==> src/core/i2cx_map.svh <==
// register offsets, field positions, reset values and timing counts of the i2c controller
// assumes a 25 MHz system clock and byte-wide registers on a plain strobe port
`ifndef I2CX_MAP_SVH
`define I2CX_MAP_SVH
// register byte offsets
`define I2CX_A_CTRL2 8'h00
`define I2CX_A_STAT2 8'h04
`define I2CX_A_IEN 8'h08
`define I2CX_A_FEN 8'h0c
`define I2CX_A_MODE3 8'h10
`define I2CX_A_TXD 8'h14
`define I2CX_A_RXD 8'h18
`define I2CX_A_GEN 8'h1c
`define I2CX_A_GST 8'h20
// bus_control_two fields
`define I2CX_C2_SP 1
`define I2CX_C2_BUSY 7
// bus_status_two fields
`define I2CX_S2_AL 0
`define I2CX_S2_TMO 1
`define I2CX_S2_STOP 3
`define I2CX_S2_NACK 4
`define I2CX_S2_RXF 5
`define I2CX_S2_TRANSMIT_END_FLAG 6
`define I2CX_S2_TXE 7
// irq_enable_reg fields
`define I2CX_IE_TRANSMIT_END_FLAG 0
`define I2CX_IE_RXF 1
`define I2CX_IE_TXE 2
`define I2CX_IE_ERR 3
// function_enable_reg fields
`define I2CX_FE_AL 0
`define I2CX_FE_TMO 1
// mode_reg_three fields
`define I2CX_M3_WAIT 0
`define I2CX_M3_ACK_VALUE_BIT 1
`define I2CX_M3_ACK_WRITE_ENABLE 2
// group bits
`define I2CX_G_TRANSMIT_END_FLAG 0
`define I2CX_G_ERR 1
// reset values
`define I2CX_RST_FEN 2'h0
`define I2CX_RST_IEN 4'h0
`define I2CX_RST_GEN 2'h0
// own slave address
`define I2CX_OWN_ADDR 7'h50
// timing
`define I2CX_CLK_NS 40
`define I2CX_STP_NS 5000
`define I2CX_STP_CYC ((`I2CX_STP_NS + `I2CX_CLK_NS - 1) / `I2CX_CLK_NS)
`define I2CX_TMO_NS 50000
`define I2CX_TMO_CYC (`I2CX_TMO_NS / `I2CX_CLK_NS)
`endif

==> src/core/i2cx_pkg.sv <==
// types shared by the i2c controller modules
// assumes nothing beyond a synthesizable systemverilog tool flow
package i2cx_pkg;
  typedef logic [7:0] i2cx_byte_t;
  typedef enum logic [2:0] {ST_IDLE, ST_ADDR, ST_ADDR_ACK, ST_TX_LOAD, ST_TXB, ST_TX_ACK,
    ST_RXB, ST_RX_ACK} i2cx_state_t;
  typedef struct packed {
    logic s1;
    logic s2;
    logic s3;
  } i2cx_sync_t;
  typedef struct packed {
    i2cx_state_t st;
    logic [3:0] bitc;
    logic [7:0] sh;
    logic rw;
    logic sda_drv;
    logic sp;
    logic busy;
    logic fl_al;
    logic fl_to;
    logic fl_stp;
    logic fl_nack;
    logic fl_transmit_end_flag;
    logic rxf;
    logic txe;
    logic [3:0] ien;
    logic [1:0] fen;
    logic wt;
    logic ack_value_bit;
    logic ack_write_enable;
    logic [7:0] txd;
    logic [7:0] rxd;
    logic [1:0] gen;
    logic [1:0] stph;
    logic [11:0] stcnt;
    logic [11:0] tocnt;
    logic [7:0] rdata;
    logic scl_oe_n;
    logic sda_oe_n;
    logic irq_txe;
    logic irq_rxf;
    logic irq_grp;
  } i2cx_regs_t;
endpackage : i2cx_pkg

==> src/core/i2cx_sync.sv <==
// three-flop synchroniser with level and edge outputs for one bus pin
// assumes the pin is asynchronous to clk; edges come from the second and third flops
module i2cx_sync
  import i2cx_pkg::*;
(
  input wire logic clk,
  input wire logic rst,
  input wire logic ce,
  input wire logic pin,
  output logic lvl,
  output logic rise,
  output logic fall
);
  i2cx_sync_t q, d;

  // shift chain
  always_comb
  begin
    d = q;
    d.s1 = pin;
    d.s2 = q.s1;
    d.s3 = q.s2;
  end

  // state register
  always_ff @(posedge clk)
  begin
    if (rst)
      q <= '{s1: 1'b1, s2: 1'b1, s3: 1'b1};
    else if (ce)
      q <= d;
  end

  assign lvl = q.s2;
  assign rise = q.s2 & ~q.s3;
  assign fall = ~q.s2 & q.s3;
endmodule : i2cx_sync

==> src/core/i2cx_ctrl.sv <==
// i2c controller: slave transmit/receive engine, stop generator, register port
// assumes SCL/SDA pins resolved outside from the enables; register master on SYS_CLK
// Function
// (RULE1) writing one to stop_request_bit makes the controller drive a stop condition
// (RULE2) software polls the stop flag until it reads one after a stop request
// (RULE3) software writes zero to nack_seen_flag to finish a transfer
// (RULE4) software writes zero to the stop flag to finish a transfer
// (RULE5) transmit-end handler disables group source, clears flag, then clears enable
// (RULE6) error events reach only the shared group interrupt, identified by status bit
// (RULE7) handler checks group error status before looking at controller flags
// (RULE8) arbitration lost flag set means software does error processing
// (RULE9) nack flag set means error or normal transfer-end processing
// (RULE10) timeout flag set means software does error processing
// (RULE11) stop flag set during error handling means the transfer is finished
// (RULE12) arbitration-lost and timeout detection each switch off in function_enable_reg
// (RULE13) every byte takes nine clocks: eight data bits and one acknowledge
// (RULE14) no wait is inserted between the eighth data bit and acknowledge
// (RULE15) a received not-acknowledge halts the transfer
// (RULE16) the controller answers to its seven-bit slave address
// (RULE17) the slave sends a block then receives a block of equal length; the code only sends or only receives, as the address R/W bit selects
// (RULE18) transmit-empty and receive-full interrupts request and deliver each byte
// (RULE19) wait bit set holds SCL low between the ninth and next first clock
// (RULE20) ack_value_bit takes writes only while ack_write_enable is one
// (RULE21) stop detection sets a flag that stays until software writes zero
module i2cx_ctrl
  import i2cx_pkg::*;
(
  input wire logic SYS_CLK,
  input wire logic RESET,
  input wire logic CE,
  input wire i2cx_pkg::i2cx_byte_t ADDR,
  input wire i2cx_pkg::i2cx_byte_t WDATA,
  input wire logic WR,
  input wire logic RD,
  output i2cx_pkg::i2cx_byte_t RDATA,
  input wire logic SCL_I,
  output logic SCL_O,
  output logic SCL_OE_N,
  input wire logic SDA_I,
  output logic SDA_O,
  output logic SDA_OE_N,
  output logic TX_EMPTY_IRQ,
  output logic RX_FULL_IRQ,
  output logic GROUP_IRQ
);
  `include "i2cx_map.svh"
  i2cx_regs_t q, d;
  logic scl_lvl, scl_rise, scl_fall, sda_lvl, sda_rise, sda_fall;
  logic hold, err_src, transmit_end_flag_src;
  logic [7:0] stat2;

  //////////////////////////////////////////////////////////////////////////////
  // pin synchronisers
  i2cx_sync u_scl (.clk(SYS_CLK), .rst(RESET), .ce(CE), .pin(SCL_I), .lvl(scl_lvl),
    .rise(scl_rise), .fall(scl_fall));
  i2cx_sync u_sda (.clk(SYS_CLK), .rst(RESET), .ce(CE), .pin(SDA_I), .lvl(sda_lvl),
    .rise(sda_rise), .fall(sda_fall));

  //////////////////////////////////////////////////////////////////////////////
  // status views shared by the read mux and the group logic
  always_comb
  begin
    stat2 = 8'h00;
    stat2[`I2CX_S2_AL] = q.fl_al;
    stat2[`I2CX_S2_TMO] = q.fl_to;
    stat2[`I2CX_S2_STOP] = q.fl_stp;
    stat2[`I2CX_S2_NACK] = q.fl_nack;
    stat2[`I2CX_S2_RXF] = q.rxf;
    stat2[`I2CX_S2_TRANSMIT_END_FLAG] = q.fl_transmit_end_flag;
    stat2[`I2CX_S2_TXE] = q.txe;
    err_src = q.ien[`I2CX_IE_ERR] & (q.fl_al | q.fl_to | q.fl_nack | q.fl_stp); // [RULE6]
    transmit_end_flag_src = q.ien[`I2CX_IE_TRANSMIT_END_FLAG] & q.fl_transmit_end_flag;
  end

  //////////////////////////////////////////////////////////////////////////////
  // next state: software access first, hardware events after so sets win
  always_comb
  begin
    d = q;
    hold = 1'b0;
    // register writes
    if (WR)
    begin
      unique case (ADDR)
        `I2CX_A_CTRL2: if (WDATA[`I2CX_C2_SP]) d.sp = 1'b1; // [RULE1]
        `I2CX_A_STAT2:
        begin
          d.fl_al = q.fl_al & WDATA[`I2CX_S2_AL];
          d.fl_to = q.fl_to & WDATA[`I2CX_S2_TMO];
          d.fl_stp = q.fl_stp & WDATA[`I2CX_S2_STOP]; // [RULE21]
          d.fl_nack = q.fl_nack & WDATA[`I2CX_S2_NACK];
          d.fl_transmit_end_flag = q.fl_transmit_end_flag & WDATA[`I2CX_S2_TRANSMIT_END_FLAG];
        end
        `I2CX_A_IEN: d.ien = WDATA[3:0];
        `I2CX_A_FEN: d.fen = WDATA[1:0]; // [RULE12]
        `I2CX_A_MODE3:
        begin
          d.wt = WDATA[`I2CX_M3_WAIT];
          d.ack_write_enable = WDATA[`I2CX_M3_ACK_WRITE_ENABLE];
          if (q.ack_write_enable) d.ack_value_bit = WDATA[`I2CX_M3_ACK_VALUE_BIT]; // [RULE20]
        end
        `I2CX_A_TXD:
        begin
          d.txd = WDATA;
          d.txe = 1'b0;
        end
        `I2CX_A_GEN: d.gen = WDATA[1:0];
        default: ;
      endcase
    end
    // register reads, data valid in the next cycle only
    d.rdata = 8'h00;
    if (RD)
    begin
      unique case (ADDR)
        `I2CX_A_CTRL2: d.rdata = {q.busy, 5'h00, q.sp, 1'b0};
        `I2CX_A_STAT2: d.rdata = stat2;
        `I2CX_A_IEN: d.rdata = {4'h0, q.ien};
        `I2CX_A_FEN: d.rdata = {6'h00, q.fen};
        `I2CX_A_MODE3: d.rdata = {5'h00, q.ack_write_enable, q.ack_value_bit, q.wt};
        `I2CX_A_TXD: d.rdata = q.txd;
        `I2CX_A_RXD:
        begin
          d.rdata = q.rxd;
          d.rxf = 1'b0;
        end
        `I2CX_A_GEN: d.rdata = {6'h00, q.gen};
        `I2CX_A_GST: d.rdata = {6'h00, err_src, transmit_end_flag_src}; // [RULE6]
        default: d.rdata = 8'h00;
      endcase
    end
    // bus conditions and the byte engine
    if (sda_rise && scl_lvl)
    begin
      d.st = ST_IDLE;
      d.fl_stp = 1'b1; // [RULE21]
      d.busy = 1'b0;
      d.sda_drv = 1'b0;
    end
    else if (sda_fall && scl_lvl)
    begin
      d.st = ST_ADDR;
      d.bitc = 4'h0;
      d.busy = 1'b1;
      d.sda_drv = 1'b0;
    end
    else
    begin
      unique case (q.st)
        ST_IDLE: ;
        ST_ADDR:
        begin
          if (scl_rise)
          begin
            d.sh = {q.sh[6:0], sda_lvl};
            d.bitc = q.bitc + 4'h1;
          end
          if (scl_fall && q.bitc == 4'h8)
          begin
            if (q.sh[7:1] == `I2CX_OWN_ADDR) // [RULE16]
            begin
              d.rw = q.sh[0];
              d.sda_drv = 1'b1;
              d.st = ST_ADDR_ACK;
            end
            else
              d.st = ST_IDLE;
          end
        end
        ST_ADDR_ACK:
        begin
          if (scl_fall)
          begin
            d.sda_drv = 1'b0;
            d.bitc = 4'h0;
            d.st = q.rw ? ST_TX_LOAD : ST_RXB; // [RULE17]
          end
        end
        ST_TX_LOAD:
        begin
          if (!scl_lvl && !(q.wt && q.txe)) // [RULE19]
          begin
            d.sh = q.txd;
            d.txe = 1'b1; // [RULE18]
            d.sda_drv = ~q.txd[7];
            d.bitc = 4'h0;
            d.st = ST_TXB;
          end
        end
        ST_TXB:
        begin
          if (scl_rise)
          begin
            d.bitc = q.bitc + 4'h1;
            if (q.fen[`I2CX_FE_AL] && !q.sda_drv && !sda_lvl) // [RULE12]
            begin
              d.fl_al = 1'b1;
              d.st = ST_IDLE;
            end
          end
          if (scl_fall)
          begin
            if (q.bitc == 4'h8) // [RULE13] [RULE14]
            begin
              d.sda_drv = 1'b0;
              d.st = ST_TX_ACK;
            end
            else
            begin
              d.sh = {q.sh[6:0], 1'b0};
              d.sda_drv = ~q.sh[6];
            end
          end
        end
        ST_TX_ACK:
        begin
          if (scl_rise)
          begin
            if (sda_lvl) // [RULE15]
            begin
              d.fl_nack = 1'b1;
              d.fl_transmit_end_flag = 1'b1;
              d.st = ST_IDLE;
            end
            else
            begin
              d.fl_transmit_end_flag = q.txe;
              d.st = ST_TX_LOAD;
            end
          end
        end
        ST_RXB:
        begin
          if (scl_rise)
          begin
            d.sh = {q.sh[6:0], sda_lvl};
            d.bitc = q.bitc + 4'h1;
          end
          if (scl_fall && q.bitc == 4'h8) // [RULE13] [RULE14]
          begin
            d.rxd = q.sh;
            d.rxf = 1'b1; // [RULE18]
            d.sda_drv = ~q.ack_value_bit;
            d.st = ST_RX_ACK;
          end
        end
        ST_RX_ACK:
        begin
          if (scl_fall)
          begin
            d.sda_drv = 1'b0;
            d.bitc = 4'h0;
            d.st = ST_RXB;
          end
        end
      endcase
    end
    // bus timeout while a transfer is open and SCL stands still
    if (q.fen[`I2CX_FE_TMO] && q.st != ST_IDLE && !scl_rise && !scl_fall) // [RULE12]
      d.tocnt = q.tocnt + 12'h001;
    else
      d.tocnt = 12'h000;
    if (q.tocnt == 12'(`I2CX_TMO_CYC - 1))
    begin
      d.fl_to = 1'b1;
      d.st = ST_IDLE;
      d.sda_drv = 1'b0;
      d.tocnt = 12'h000;
    end
    // stop generator: SDA low with SCL low, release SCL, then release SDA
    unique case (q.stph)
      2'h0:
      begin
        d.stcnt = 12'h000;
        if (q.sp) d.stph = 2'h1; // [RULE1]
      end
      2'h1, 2'h2:
      begin
        d.stcnt = q.stcnt + 12'h001;
        if (q.stcnt == 12'(`I2CX_STP_CYC - 1))
        begin
          d.stcnt = 12'h000;
          d.stph = q.stph + 2'h1;
        end
      end
      2'h3:
      begin
        d.stph = 2'h0;
        d.sp = 1'b0;
      end
    endcase
    // pin and interrupt outputs taken from the next state
    hold = (d.st == ST_TX_LOAD && d.wt && d.txe) || (d.st == ST_RXB && d.bitc == 4'h0 &&
      d.wt && d.rxf) || d.stph == 2'h1; // [RULE19]
    d.scl_oe_n = ~hold;
    d.sda_oe_n = ~(d.sda_drv || d.stph == 2'h1 || d.stph == 2'h2);
    d.irq_txe = d.txe & d.busy & d.rw & d.ien[`I2CX_IE_TXE]; // [RULE18]
    d.irq_rxf = d.rxf & d.ien[`I2CX_IE_RXF];
    d.irq_grp = (d.gen[`I2CX_G_ERR] & d.ien[`I2CX_IE_ERR] & (d.fl_al | d.fl_to | d.fl_nack |
      d.fl_stp)) | (d.gen[`I2CX_G_TRANSMIT_END_FLAG] & d.ien[`I2CX_IE_TRANSMIT_END_FLAG] & d.fl_transmit_end_flag); // [RULE6]
  end

  //////////////////////////////////////////////////////////////////////////////
  // state register, frozen while CE is low
  always_ff @(posedge SYS_CLK)
  begin
    if (RESET)
    begin
      q <= '0;
      q.st <= ST_IDLE;
      q.txe <= 1'b1;
      q.ien <= `I2CX_RST_IEN;
      q.fen <= `I2CX_RST_FEN;
      q.gen <= `I2CX_RST_GEN;
      q.scl_oe_n <= 1'b1;
      q.sda_oe_n <= 1'b1;
    end
    else if (CE)
      q <= d;
  end

  // outputs; the pin data lines are only ever pulled low
  assign RDATA = q.rdata;
  assign SCL_O = 1'b0;
  assign SDA_O = 1'b0;
  assign SCL_OE_N = q.scl_oe_n;
  assign SDA_OE_N = q.sda_oe_n;
  assign TX_EMPTY_IRQ = q.irq_txe;
  assign RX_FULL_IRQ = q.irq_rxf;
  assign GROUP_IRQ = q.irq_grp;
endmodule : i2cx_ctrl

==> config.mk <==
export PLATFORM = sky130hd
export DESIGN_NAME = i2cx_ctrl
export DESIGN_NICKNAME = d
export VERILOG_FILES = /design/src/core/i2cx_pkg.sv /design/src/core/i2cx_sync.sv /design/src/core/i2cx_ctrl.sv
export VERILOG_INCLUDE_DIRS = /design/src /design/src/core
export SDC_FILE = /design/constraint.sdc
export NUM_CORES = 1
export LEC_CHECK = 0
export BUFFER_PORTS_ARGS = -buffer_cell sky130_fd_sc_hd__buf_2
export CAP_MARGIN = 40
export CORE_MARGIN = 2
export CORE_UTILIZATION = 55
export CTS_BUF_LIST = sky130_fd_sc_hd__clkbuf_4 sky130_fd_sc_hd__clkbuf_8
export CTS_CLUSTER_DIAMETER = 200
export CTS_CLUSTER_SIZE = 20
export DETAILED_ROUTE_END_ITERATION = 8
export PLACE_DENSITY = 0.74
export SLEW_MARGIN = 40
export SYNTH_ARGS = -nofsm -noshare
export SYNTH_HDL_FRONTEND = slang
export SYNTH_SLANG_ARGS = --single-unit
==> constraint.sdc <==
create_clock -name SYS_CLK -period 2.3 [get_ports SYS_CLK]
set_clock_uncertainty 0.15 [all_clocks]
set_input_delay 0.23 -clock SYS_CLK [delete_from_list [all_inputs] [get_ports SYS_CLK]]
set_output_delay 0.23 -clock SYS_CLK [all_outputs]
set_load 0.02 [all_outputs]
=== After elaboration in Yosys (flattened, before gate mapping) ===
Cells that the tools add are included.

* Register bits: 98
* Input bits: 23
* Output and inout port bits: 15

* Add/sub/neg operators: 4
* Eq/ne operators: 30
* Mux-type cells: 80
* Bitwise gates (word level): 37
* Reductions and logical operators: 45

{| class="wikitable"
|+ Operators by type and width
! cell !! count
|-
| 8-bit one-hot mux with 9 select lines || 1
|-
| 12-bit 2-to-1 mux || 3
|-
| 8-bit by 5-bit == test with 1-bit output, second input constant || 4
|-
| 1-bit 2-to-1 mux || 32
|-
| 8-bit 2-to-1 mux || 4
|-
| 3-bit 2-to-1 mux || 10
|-
| 7-bit 2-to-1 mux || 4
|-
| 12-bit by 1-bit adder with 12-bit output, second input constant || 2
|-
| 12-bit one-hot mux with 2 select lines || 1
|-
| 8-bit one-hot mux with 3 select lines || 1
|-
| 3-bit one-hot mux with 7 select lines || 1
|-
| 2-bit 2-to-1 mux || 10
|-
| 4-bit one-hot mux with 5 select lines || 1
|-
| 1-bit bitwise AND || 19
|-
| 18-bit 2-to-1 mux || 1
|-
| 8-bit by 4-bit == test with 1-bit output, second input constant || 2
|-
| 3-bit == test, second input constant || 5
|-
| 1-bit logical AND || 15
|-
| 15-bit 2-to-1 mux || 1
|-
| 14-bit 2-to-1 mux || 1
|-
| 13-bit 2-to-1 mux || 1
|-
| 12-bit by 11-bit == test with 1-bit output, second input constant || 1
|-
| 12-bit by 7-bit == test with 1-bit output, second input constant || 1
|-
| 4-bit 2-to-1 mux || 3
|-
| 31 further kinds || 72
|}

=== Longest topological paths before layout ===
* Depth after elaboration: 18
* Mapped depth: 9

=== Modules after synthesis ===
From an unflattened synthesis, not the netlist that was laid out.

* Cell total of the unflattened synthesis: 643
* Area, all modules: 5,317.6 um^2

{| class="wikitable"
|+ Modules (own cells, without submodules)
! module !! times used !! cells an instance !! area an instance (um^2) !! seq. area each (um^2)
|-
| i2cx_ctrl || 1 || 621 || 5,082.4 || 1,841.8
|-
| i2cx_sync || 2 || 11 || 117.6 || 60.1
|}

=== Worst setup path before layout ===
Ideal clock, no wire load.

* Path type: register -> register
* Start point: register q[85] (netlist bit)
* End point: register q[82] (netlist bit)
* Setup time: 0.134 ns
* Arrival time: 1.784 ns
* Slack: 0.232 ns
* Cell stages (with the launch flop): 10
* Path buffers: 1
* Cell sequence: dfxtp_1 inv_1 ha_1 nand3b_1 a21oi_1 a211oi_1 o2111ai_2 buf_2 a221oi_1 a211oi_1

* Word-level cells in the longest chain between the ends: 3

{| class="wikitable"
|+ Ends and longest elaborated chain
! element !! RTL line !! text
|-
| from (decl) || i2cx_ctrl.sv:47 || <nowiki>i2cx_regs_t q, d;</nowiki>
|-
| 4-bit == test || i2cx_ctrl.sv:203 || <nowiki>if (q.bitc == 4'h8)</nowiki>
|-
| 2-bit inequality test (no source line) || -- ||
|-
| 8-bit AND reduction (no source line) || -- ||
|}

Every way passes these cells.
A chain may end at the register's enable or synchronous reset.

=== Worst setup path after layout ===
* Start point: register q[90] (netlist bit)
* End point: register q, in the netlist SCL_OE_N

* Word-level cells in the longest chain between the ends: 15

{| class="wikitable"
|+ Ends and longest elaborated chain
! element !! RTL line !! text
|-
| 3-bit 2-to-1 mux || i2cx_ctrl.sv:195 || <nowiki>if (q.fen[`I2CX_FE_AL] && !q.sda_drv && !sda_lvl)</nowiki>
|-
| 7-bit 2-to-1 mux || i2cx_ctrl.sv:192 || <nowiki>if (scl_rise)</nowiki>
|-
| 3-bit 2-to-1 mux || i2cx_ctrl.sv:203 ||
|-
| 3-bit 2-to-1 mux || i2cx_ctrl.sv:201 || <nowiki>if (scl_fall)</nowiki>
|-
| 3-bit one-hot mux with 7 select lines || i2cx_ctrl.sv:149 || <nowiki>unique case (q.st)</nowiki>
|-
| 7-bit 2-to-1 mux || i2cx_ctrl.sv:140 || <nowiki>else if (sda_fall && scl_lvl)</nowiki>
|-
| 3-bit 2-to-1 mux || i2cx_ctrl.sv:133 || <nowiki>if (sda_rise && scl_lvl)</nowiki>
|-
| 3-bit 2-to-1 mux || i2cx_ctrl.sv:263 || <nowiki>if (q.tocnt == 12'(`I2CX_TMO_CYC - 1))</nowiki>
|-
| 3-bit == test || i2cx_ctrl.sv:293 || <nowiki>hold = (d.st == ST_TX_LOAD && d.wt && d.txe) || (d.st == ST_RXB && d.bitc == 4'h0 &&</nowiki>
|-
| 1-bit logical AND (2 in a row) || i2cx_ctrl.sv:293 ||
|-
| 1-bit logical AND || i2cx_ctrl.sv:294 || <nowiki>d.wt && d.rxf) || d.stph == 2'h1;</nowiki>
|-
| 1-bit logical OR (*) || i2cx_ctrl.sv:293 ||
|-
| 1-bit logical OR (*) || i2cx_ctrl.sv:294 ||
|-
| 1-bit NOT (*) || i2cx_ctrl.sv:295 || <nowiki>d.scl_oe_n = ~hold;</nowiki>
|}

Every way passes the cells marked *; elsewhere a longest branch is shown, timed or not. The select of a mux whose other input is x is not followed.

==> metrics.cfg <==
[global_routing]
grt_pass1_wl_mm=25.4
grt_pass1_vias=4952
grt-ovfl-total=0
antenna_found_initial=0
grt_start_max_net_pins=63
grt_use_total_pct=29.0

[layout]
mostFrequentLayoutCell=dfxtp_1
regMostFlops=q
layout.nets=748
drive_gt1_share_pct=17.2
fillers=898
syn2layout_area_growth_pct=13.6
mostFrequentLayoutCells=dfxtp_1 (94), nor2_1 (82), buf_4 (49), nand2_1 (48), buf_2 (35)
post-route-util_pct=64.6
n_antenna_cell=0
largest_reg_flops=79

[routing]
avgRoutedWirePerCell_um=17.8
vias=5240
drtAntennaViolNets=0
drcViolationCount=0
drt_wl_total_mm=15.2
drt_iter0_drc=373
dr.pass1.iters=6
routed_via_density=6.14

[critical_path]
crit_path_max_fanout=10
slowest_stage=dfxtp_1
required_ps=2420
cp_cell_sequence=inv_1 > or3_1 > a31o_2 > a2111oi_2 > a31oi_1
rr_endpoint=SCL_OE_N
crit_arrival_ps=2320
crit_type=flip-flop to flip-flop
reg2reg_depth=5
endpoint_kind=flip-flop
reg2reg_from=q[90]
slowest_delay_ps=520
rrSetupSlack_ps=100
critPathLaunchType=flip-flop

[synthesis]
avgSynthCellArea_um2=8.34
yosysSeqAreaShare_pct=35.3
synth_xor_area_share_pct=3.15
synth_seq_cells=98
synth_top_family_by_area=simple AND/OR/NAND/NOR gates
synth_edf_count=0
synth_mux_area_share_pct=6.73
synth_area_um2=5560
synth_compound_area_share_pct=20.3
ys_async_sr_fraction_pct=0
synth_fa_ha_area_share_pct=1.80
syn_inst=666
synth-simple-area-share_pct=25.9
synth.distinct_cells=76
ys_warn_count=0
synthFlopType=dfxtp_1

[sta]
timing.setup.tns_ps=0
max_slew_margin_pct=63.8
worst_slack_ps=104
grt_setup_unrepaired=no
finalCritPeriodShare_pct=95.5
min_period_ps=2200
worst_pin_slew_ps=539
timing.hold.ws_ps=72.7
setup_violations=0
fmax_ghz=0.455
slew_violations=0
finalHoldViolations=0

[placement]
globalplace.congestion=0.963
place_hpwl_mm=11.0
io_buffer_count=35
post-place-ws_ps=37.0

[floorplanning]
pin_count=38
dieArea_um2=10900
dieWidth_um=105
die_h_um=105
core_um2=9770
initial_core_util_pct=56.8
row_count=36

[clocking]
clk_latency_ps=390
post_cts_buffers=0
cts.htree.levels=3
clockBufferDepth=2
clkTransAtPathRegs_ps=100
cts_tree=yes
numCtsBuffers=9
clock_sinks=98
cts_root_buf=clkbuf_8

[run_status]
status=finished, final reports clean

[hold_path]
worstHoldStart=WDATA[0]
hp-class=input pin to flip-flop
whs_path_depth=3
hold_end=q[62]

[power_and_ir_drop]
power.density_nw_per_um2=515
peakVddDrop_uv=426
leakage_nw=2.47

[flow_run]
maxCapViolations=0

[metal layers]
metal | GRT usage, % | share of wire [%] | vias to the layer above | wire length, µm
li1 | - | - | 2515 | -
met1 | 40.2 | 45 | 2521 | 6910
met2 | 45.5 | 47 | 190 | 7110
met3 | 6.77 | 7.0 | 14 | 1060
met4 | 6.85 | 0.97 | 0 | 148
met5 | 0 | 0 | - | 0
[layout make-up]
class	instances	area, µm²	area share, %
clock buffers	9	124	1.96
clock inverters	6	70.1	1.11
inverters	24	90.1	1.43
multi-input cells	490	3230	51.2
flip-flops and latches	98	1970	31.2
well taps	133	166	2.64
repair buffers	94	663	10.5
[logic make-up after synthesis]
group           Yosys count
mux                      37
compound gates          160
xor+xnor                 20
buf+inv                  79
simple gates            263
other cells               1
flops                    98
fa+ha+maj                 8
[critical path, delay by kind of cell (launching register included)]
| family | cells | cell delay, ps |
|---|---|---|
| AOI/OAI and AO/OA | 3 | 750 |
| DFF | 1 | 520 |
| and+or+nand+nor | 1 | 420 |
| buffers and inverters | 1 | 230 |
[how the worst max path moves through the flow]
stage | startpoint | to | cells after the start
final | q[90] | SCL_OE_N | 5
after global routing | q[90] | SCL_OE_N | 5
after CTS | q[91] | SCL_OE_N | 6
after detailed placement | q[91] | SCL_OE_N | 6
after global placement | q[91] | SCL_OE_N | 6
after floorplan | q[85] | q[82] | 9
[synthesized netlist by cell type, drive strengths merged (11+ instances only)]
| master | n | area, µm² |
|---|---|---|
| o21ai | 27 | 139 |
| dfxtp | 98 | 1960 |
| buf | 30 | 188 |
| nor2b | 11 | 73.8 |
| nor2 | 82 | 308 |
| nand4 | 16 | 100 |
| a22oi | 20 | 150 |
| nand2 | 48 | 180 |
| a211oi | 16 | 120 |
| and3 | 15 | 93.8 |
| inv | 24 | 90.1 |
| clkbuf | 25 | 93.8 |
| mux2i | 34 | 340 |
| a21oi | 35 | 179 |
| nand3 | 22 | 110 |
| xor2 | 13 | 114 |
[report_power, final]
group	leakage (nW)	internal, mW	switching (mW)
Clock	0.101	0.511	0.647
Combinational	1.57	0.137	0.210
Sequential	0.794	1.72	0.0274
Total	2.47	2.37	0.885
[metrics by stage]
stage               cells  area, µm²  power, mW
global route          854       6310       3.38
floorplan             667       5560       1.99
CTS                   854       6300       3.27
finish                854       6310       3.25
global placement      831       6030       2.11
detailed placement    831       6030       2.11
[repair_timing]
item | 4_1_cts | 5_1_grt
hold endpoints to repair | 9 | 0
resized for setup | 0 | 5
setup endpoints to repair | 0 | 7
hold buffers | 8 | 0
Note: power is estimated with default switching activity, not from simulation.
